**src/rtl/mrx_pkg.sv**
```systemverilog
package mrx_pkg;

    localparam int DATA_W   = 8;
    localparam int ADDR_W   = 7;
    localparam int PC_W     = 13;
    localparam int OP_W     = 3;

    localparam logic [ADDR_W-1:0] ADDR_MAX = 7'h7F;
    localparam logic [DATA_W-1:0] W_RST    = 8'h00;
    localparam logic [PC_W-1:0]   PC_RST   = 13'h0000;
    localparam logic [PC_W-1:0]   PC_STEP  = 13'h0001;
    localparam logic              DEST_W   = 1'b0;
    localparam logic              DEST_F   = 1'b1;
    localparam int                MSB      = DATA_W - 1;

    typedef enum logic [2:0] {
        OP_NOP    = 3'h0,
        OP_MOVE_FILE_OP   = 3'h1,
        OP_RETURN_FROM_IRQ_OP = 3'h2,
        OP_RLF    = 3'h3,
        OP_RRF    = 3'h4,
        OP_RETURN_WITH_LITERAL_OP  = 3'h5
    } mrx_op_e;

    typedef enum logic [0:0] {
        ST_EXEC  = 1'b0,
        ST_FLUSH = 1'b1
    } mrx_state_e;

    typedef struct packed {
        logic                valid;
        mrx_op_e             op;
        logic [ADDR_W-1:0]   fileAddr;
        logic                dest;
        logic [DATA_W-1:0]   literal;
    } mrx_instr_s;

    typedef struct packed {
        logic                wrEn;
        logic [ADDR_W-1:0]   addr;
        logic [DATA_W-1:0]   data;
    } mrx_fwr_s;

    typedef struct packed {
        mrx_state_e          state;
        logic [DATA_W-1:0]   wReg;
        logic [PC_W-1:0]     pc;
        logic                carry;
        logic                zero;
        logic                global_irq_enable;
        logic                popStack;
        logic                busy;
        logic                done;
        mrx_fwr_s            fileWr;
    } mrx_state_s;

endpackage

```
**src/rtl/mrx_exec.sv**
```systemverilog
`timescale 1ns/1ps
`default_nettype none

// Functional notes
// - move-file takes 7-bit address 0..127 and direction bit, copies value unchanged
// - move-file direction 0 writes working register, 1 writes file register back
// - move-file updates zero from moved value; other flags untouched
// - return-from-interrupt loads pc from stack top, sets global irq enable
// - rotate-left shifts through carry, changes only carry, address 0..127
// - rotate-left direction 0 to working register, 1 to file register
// - rotate-right shifts through carry, changes only carry; direction 0 to working
// - rotate-right direction 1 writes result back to file register
// - return-with-literal loads 8-bit literal into working register, no flags
// - return-with-literal loads pc from stack top
// - return-with-literal takes two cycles, second cycle does nothing
module mrx_exec (
    input  wire logic                         mclk,
    input  wire logic                         rst,
    input  wire mrx_pkg::mrx_instr_s          instr,
    input  wire logic [mrx_pkg::DATA_W-1:0]   fileRdData,
    input  wire logic [mrx_pkg::PC_W-1:0]     stackTop,
    output logic [mrx_pkg::ADDR_W-1:0]        fileRdAddr,
    output mrx_pkg::mrx_fwr_s                 fileWr,
    output logic                              stackPop,
    output logic [mrx_pkg::DATA_W-1:0]        wRegOut,
    output logic [mrx_pkg::PC_W-1:0]          pcOut,
    output logic                              carryFlag,
    output logic                              zeroFlag,
    output logic                              globalIrqEnable,
    output logic                              busy,
    output logic                              instrDone
);

    mrx_pkg::mrx_state_s cur_ff;
    mrx_pkg::mrx_state_s nxt_cur;
    logic [mrx_pkg::DATA_W-1:0] result;
    logic                       resCarry;

    // file read is combinational: the address leaves straight from the
    // instruction so the operand arrives in the same cycle
    assign fileRdAddr = instr.fileAddr;

    always_comb begin
        result   = fileRdData;
        resCarry = cur_ff.carry;
        case (instr.op)
            mrx_pkg::OP_RLF: begin
                result   = {fileRdData[mrx_pkg::MSB-1:0], cur_ff.carry};
                resCarry = fileRdData[mrx_pkg::MSB];
            end
            mrx_pkg::OP_RRF: begin
                result   = {cur_ff.carry, fileRdData[mrx_pkg::MSB:1]};
                resCarry = fileRdData[0];
            end
            default: begin
                result   = fileRdData;
                resCarry = cur_ff.carry;
            end
        endcase
    end

    always_comb begin
        nxt_cur             = cur_ff;
        nxt_cur.popStack    = 1'b0;
        nxt_cur.done        = 1'b0;
        nxt_cur.fileWr.wrEn = 1'b0;
        case (cur_ff.state)
            mrx_pkg::ST_FLUSH: begin
                // second cycle of a branch: no work while new pc settles
                nxt_cur.state = mrx_pkg::ST_EXEC;
                nxt_cur.busy  = 1'b0;
                nxt_cur.done  = 1'b1;
            end
            default: begin
                if (instr.valid) begin
                    nxt_cur.pc = cur_ff.pc + mrx_pkg::PC_STEP;
                    nxt_cur.done = 1'b1;
                    case (instr.op)
                        mrx_pkg::OP_MOVE_FILE_OP,
                        mrx_pkg::OP_RLF,
                        mrx_pkg::OP_RRF: begin
                            if (instr.dest == mrx_pkg::DEST_F) begin
                                nxt_cur.fileWr.wrEn = 1'b1;
                                nxt_cur.fileWr.addr = instr.fileAddr;
                                nxt_cur.fileWr.data = result;
                            end else begin
                                nxt_cur.wReg = result;
                            end
                            if (instr.op == mrx_pkg::OP_MOVE_FILE_OP) begin
                                nxt_cur.zero = (result == '0);
                            end else begin
                                nxt_cur.carry = resCarry;
                            end
                        end
                        mrx_pkg::OP_RETURN_FROM_IRQ_OP: begin
                            nxt_cur.pc       = stackTop;
                            nxt_cur.global_irq_enable      = 1'b1;
                            nxt_cur.popStack = 1'b1;
                            nxt_cur.state    = mrx_pkg::ST_FLUSH;
                            nxt_cur.busy     = 1'b1;
                            nxt_cur.done     = 1'b0;
                        end
                        mrx_pkg::OP_RETURN_WITH_LITERAL_OP: begin
                            nxt_cur.wReg     = instr.literal;
                            nxt_cur.pc       = stackTop;
                            nxt_cur.popStack = 1'b1;
                            nxt_cur.state    = mrx_pkg::ST_FLUSH;
                            nxt_cur.busy     = 1'b1;
                            nxt_cur.done     = 1'b0;
                        end
                        default: begin
                            // no-operation: only the pc step above
                            nxt_cur.done = 1'b1;
                        end
                    endcase
                end
            end
        endcase
    end

    always_ff @(posedge mclk) begin
        if (rst) begin
            cur_ff.state    <= mrx_pkg::ST_EXEC;
            cur_ff.wReg     <= mrx_pkg::W_RST;
            cur_ff.pc       <= mrx_pkg::PC_RST;
            cur_ff.carry    <= 1'b0;
            cur_ff.zero     <= 1'b0;
            cur_ff.global_irq_enable      <= 1'b0;
            cur_ff.popStack <= 1'b0;
            cur_ff.busy     <= 1'b0;
            cur_ff.done     <= 1'b0;
            cur_ff.fileWr   <= '0;
        end else begin
            cur_ff <= nxt_cur;
        end
    end

    assign fileWr          = cur_ff.fileWr;
    assign stackPop        = cur_ff.popStack;
    assign wRegOut         = cur_ff.wReg;
    assign pcOut           = cur_ff.pc;
    assign carryFlag       = cur_ff.carry;
    assign zeroFlag        = cur_ff.zero;
    assign globalIrqEnable = cur_ff.global_irq_enable;
    assign busy            = cur_ff.busy;
    assign instrDone       = cur_ff.done;

endmodule

`default_nettype wire

```
**config.mk**
```make
export PLATFORM = sky130hd
export DESIGN_NAME = mrx_exec
export DESIGN_NICKNAME = d
export VERILOG_FILES = /design/src/rtl/mrx_pkg.sv /design/src/rtl/mrx_exec.sv
export SDC_FILE = /design/constraint.sdc
export NUM_CORES = 1
export LEC_CHECK = 0
export ABC_AREA = 1
export BUFFER_PORTS_ARGS = -buffer_cell sky130_fd_sc_hd__buf_2
export CORE_MARGIN = 5
export CORE_UTILIZATION = 44
export CTS_CLUSTER_SIZE = 8
export DETAILED_ROUTE_END_ITERATION = 10
export PLACE_DENSITY = 0.76
export SYNTH_ARGS = -nofsm -noshare
export SYNTH_HDL_FRONTEND = slang
export SYNTH_SLANG_ARGS = --single-unit
```
**constraint.sdc**
```tcl
create_clock -name mclk -period 1.5 [get_ports mclk]
set_input_delay 0.3 -clock mclk [delete_from_list [all_inputs] [get_ports mclk]]
set_output_delay 0.3 -clock mclk [all_outputs]
set_load 0.05 [all_outputs]
```
==> summary.log <==
qor: outcome.status finished, final reports clean
qor: run.maxCapViolCount 0
qor: sta.rsz0062_at_grt true
qor: yosys.synth_largest_area_cell sky130_fd_sc_hd__dfxtp_1
qor: finish.final_layout_size_suffix_gt1_share 36.2%
qor: floorplanning.row_count 26
qor: power_and_ir_drop.p_comb_share 27.9%
qor: cts.cts_buffers 5
qor: worst_setup_path.timing.rr.start pcOut[0]
qor: worst_setup_path.worstPathMaxFanout 5
qor: cts.sink_count 43
qor: routing.routed_wirelength 6690 um
qor: floorplanning.boundaryPins 93
qor: worst_setup_path.path_buf_inv 1
qor: worst_setup_path.r2r_setup_slack 100 ps
qor: power_and_ir_drop.share_clk_of_total_power 28.2%
qor: worst_setup_path.crit_path_end_kind flop
qor: yosys.ys_async_sr_fraction 0%
qor: power_and_ir_drop.cellPowerDensity 900 nW/um^2
qor: routing.route.antenna.remaining_nets 0
qor: global_routing.grt_start_max_net_pins 21
qor: yosys.synth_edf_count 0
qor: yosys.yosys-top-cells-area sky130_fd_sc_hd__dfxtp_1 (36%), sky130_fd_sc_hd__nand2_1 (9.9%), sky130_fd_sc_hd__nor2_1 (9.2%)
qor: sta.worst-slew-pin-transition 333 ps
qor: global_routing.grtUsageTotal 19.5%
qor: hold_path.min_delay_path_depth 3
qor: floorplanning.die_y 83.2 um
qor: finish.multi_input_area 1240 sq um
qor: worst_setup_path.critical_path.slowest_cell sky130_fd_sc_hd__dfxtp_4
qor: finish.num-nets-final 491
qor: cts.ctsLongestPathBuffers 2
qor: place.detailed_place.area 3030 sq um
qor: global_routing.grt_antenna_before_repair 0
qor: global_routing.grt_first_pass_wirelength 11500 um
qor: global_routing.first_global_vias 2581
qor: worst_setup_path.critical_path.reg2reg.endpoint pcOut[12]
qor: worst_setup_path.timing.setup.critical_path_class reg2reg
qor: power_and_ir_drop.ir_drop 0.682 mV
qor: power_and_ir_drop.cellLeakagePower 1.58 nW
qor: cts.cts.clk_slew.worst_paths 90 ps
qor: cts.clkLatencyLatePin 300 ps
qor: worst_setup_path.cell_chain_of_the_critical_path ha_1, nand2_1, inv_1, nand2_1, nor2_4, nand2_1, nor2_1, nor2_1, nand2_1, nand2_1, a21oi_1
qor: power_and_ir_drop.total_switching_power 1.04 mW
qor: worst_setup_path.timing.critical_path.mode_cell sky130_fd_sc_hd__nand2_1
qor: yosys.yosys_warnings 0
qor: floorplanning.die_area 6930 sq um
qor: floorplanning.start_util 45.6%
qor: worst_setup_path.cp-start-kind flop
qor: yosys.syn_inst 339
qor: hold_path.whs_endpoint fileWr[12]
qor: hold_path.min_from instr[13]
qor: yosys.post-synth-top-count-cell sky130_fd_sc_hd__nand2_1
qor: yosys.synth.top_cell.area_share 36.5%
qor: routing.drt_first_pass_iters 4
qor: hold_path.hold_class in2reg
qor: worst_setup_path.cpLargestDelayFamily simple AND/OR/NAND/NOR gates
qor: routing.violation_count_after_the_first_detailed_routing_iteration 97
qor: place.place.detailed.hpwl 5220 um
qor: yosys.synth.yosys.seq_area_share 36.5%
qor: sta.drv_slew 0
qor: yosys.post_synth_most_frequent_cells sky130_fd_sc_hd__nand2_1 (62), sky130_fd_sc_hd__nor2_1 (58), sky130_fd_sc_hd__dfxtp_1 (43)
qor: sta.totalNegativeSetupSlack 0 ps
qor: cts.htree_levels 2
qor: sta.finClkSkew 5.12 ps
qor: power_and_ir_drop.seqPwrFrac 43.9%
qor: cts.cts.root.buffer_cell sky130_fd_sc_hd__clkbuf_8
qor: cts.cts_tree done
qor: worst_setup_path.cp.required 1740 ps
qor: finish.final.fill_count 519
qor: yosys.postSynthRegisterBits 43
qor: yosys.synth-main-ff-cell sky130_fd_sc_hd__dfxtp_1
qor: place.globalplace.congestion 0.885
qor: routing.drt_drc_violations_left 0
qor: sta.final_hold_viol_count 0
qor: sta.slew_headroom 77.7%
qor: floorplanning.core-area 5170 sq um
qor: power_and_ir_drop.intPower 1.80 mW
qor: place.buffers_on_ports 92
qor: sta.finalSetupViolations 0
qor: yosys.synth.cell_area 2360 sq um
qor: sta.highest_clock_rate 0.714 GHz
qor: finish.insertedDiodeCount 0
qor: worst_setup_path.worstRegToRegCells 11
qor: power_and_ir_drop.power.share.switching 36.6%
qor: worst_setup_path.critical_path.max_stage_delay 380 ps
qor: finish.sequential_cell_area 877 sq um
qor: finish.area_growth 33.3%
qor: sta.final.period_utilization 93.4%
qor: global_routing.overflow 0
qor: cts.post_cts.repair.setup_buffers 0
qor: worst_setup_path.timing.critical_path.arrival 1640 ps
qor: yosys.synthDistinctLibCells 36
qor: yosys.synth_fp_nets 383
qor: sta.layout_min_cycle_time 1400 ps
qor: yosys.post_synthesis_mean_instance_area 6.96 sq um
qor: routing.vias_per_cell 4.96
qor: finish.fin_area 3150 sq um
qor: routing.route.vias.total 2568
qor: routing.routed_wire_length_per_instance 12.9 um
qor: floorplanning.die_width 83.2 um
-- power groups by stage --
stage | logic, mW | clock network, mW | registers, mW
2_1_floorplan | 0.337 | 0 | 1.48
3_5_place_dp | 0.791 | 0 | 1.27
5_1_grt | 0.864 | 0.868 | 1.25
6_report | 0.790 | 0.798 | 1.24
4_1_cts | 0.793 | 0.817 | 1.24
3_3_place_gp | 0.783 | 0 | 1.27
-- through the flow --
stage | std cells | util (%) | power, mW | hold WS (ps) | setup WS, ps
final | 518 | 60.8 | 2.83 | 226 | 98.6
after global routing | 518 | 60.8 | 2.98 | 243 | -4.24
after CTS | 518 | 60.5 | 2.85 | 222 | 7.54
after detailed placement | 510 | 58.6 | 2.06 | 452 | -59.1
after global placement | 510 | 58.6 | 2.05 | 450 | -32.8
after floorplan | 339 | - | 1.81 | 435 | 1.07
-- layer usage --
metal | vias up | wire [um] | global-route usage (%)
li1 | 1329 | - | -
met5 | - | 0 | 0
met3 | 7 | 650 | 6.04
met4 | 0 | 47 | 3.42
met1 | 1121 | 2760 | 23.2
met2 | 111 | 3230 | 34.7
-- worst reg2reg max path: stages (launching register included) --
cell	delay, ps
sky130_fd_sc_hd__dfxtp_4	380
sky130_fd_sc_hd__ha_1	160
sky130_fd_sc_hd__nand2_1	70
sky130_fd_sc_hd__inv_1	70
sky130_fd_sc_hd__nand2_1	110
sky130_fd_sc_hd__nor2_4	130
sky130_fd_sc_hd__nand2_1	90
sky130_fd_sc_hd__nor2_1	90
sky130_fd_sc_hd__nor2_1	40
sky130_fd_sc_hd__nand2_1	50
sky130_fd_sc_hd__nand2_1	40
sky130_fd_sc_hd__a21oi_1	110
-- worst max-delay path by stage --
stage,start,to,slack [ps],cells after the start
after floorplan,pcOut[4],pcOut[12],1,10
after global placement,instr[17],pcOut[5],-30,11
after detailed placement,instr[17],pcOut[5],-60,11
after CTS,pcOut[0],pcOut[12],8,11
after global routing,pcOut[0],pcOut[12],-4,11
final,pcOut[0],pcOut[12],100,11
-- cell type report --
type,count,area share (%)
multi-input cells,245,39.5
repair buffers,122,23.0
inverters,30,3.82
clock inverters,3,0.835
flip-flops and latches,43,27.9
well taps,70,2.78
clock buffers,5,2.19
-- logic make-up after synthesis --
logic type                 Yosys count  synth area share [%]
buffers and inverters               51                  11.5
and+or+nand+nor                    157                  30.8
adders and majority gates            1                 0.530
DFF                                 43                  36.5
xor gates and xnor gates             2                 0.742
AOI/OAI and AO/OA                   85                  20.0
-- repair_timing --
| action | CTS | global route |
|---|---|---|
| gates resized for setup | 0 | 6 |
| endpoints found under the setup margin | 0 | 4 |
| hold endpoints to repair | 0 | 0 |
| hold buffers | 0 | 0 |
-- state kept, by name, indices dropped and copies added, names as in the netlist --
register / cells
busy: 1
carryFlag: 1
cur_ff: 1
fileWr: 16
globalIrqEnable: 1
instrDone: 1
pcOut: 13
wRegOut: 8
zeroFlag: 1
-- cells in the final DEF, fill, tap and decap left out --
cell type	synthesis	routed
sky130_fd_sc_hd__nand3_1	16	15
sky130_fd_sc_hd__inv_1	25	25
sky130_fd_sc_hd__dfxtp_4	0	3
sky130_fd_sc_hd__buf_4	8	27
sky130_fd_sc_hd__o22ai_1	1	1
sky130_fd_sc_hd__xor2_1	1	1
sky130_fd_sc_hd__nor2_1	58	56
sky130_fd_sc_hd__buf_12	0	3
sky130_fd_sc_hd__clkinv_4	0	1
sky130_fd_sc_hd__nand3_2	0	1
sky130_fd_sc_hd__o221ai_1	1	1
sky130_fd_sc_hd__o211ai_1	2	2
sky130_fd_sc_hd__a21boi_0	1	1
sky130_fd_sc_hd__nand2_2	1	1
sky130_fd_sc_hd__nand4_1	8	8
sky130_fd_sc_hd__inv_2	3	3
sky130_fd_sc_hd__nor2_8	1	1
sky130_fd_sc_hd__nor2_4	2	3
sky130_fd_sc_hd__buf_2	3	92
sky130_fd_sc_hd__o31ai_1	2	2
sky130_fd_sc_hd__xnor2_1	1	1
sky130_fd_sc_hd__o21ai_1	15	16
sky130_fd_sc_hd__dfxtp_1	43	36
sky130_fd_sc_hd__a21oi_1	27	27
sky130_fd_sc_hd__dfxtp_2	0	4
sky130_fd_sc_hd__nor3_1	2	2
sky130_fd_sc_hd__nand3_4	2	2
sky130_fd_sc_hd__inv_6	1	3
sky130_fd_sc_hd__a211oi_1	1	1
sky130_fd_sc_hd__inv_4	1	1
sky130_fd_sc_hd__a21oi_2	5	5
sky130_fd_sc_hd__nor2_2	1	2
sky130_fd_sc_hd__a31oi_1	3	3
sky130_fd_sc_hd__o21ai_0	26	25
sky130_fd_sc_hd__ha_1	1	1
sky130_fd_sc_hd__a31o_2	1	1
sky130_fd_sc_hd__nand2_4	4	4
sky130_fd_sc_hd__clkbuf_8	0	5
sky130_fd_sc_hd__nand2_1	62	62
No activity file was read; power rests on OpenSTA's default activity.
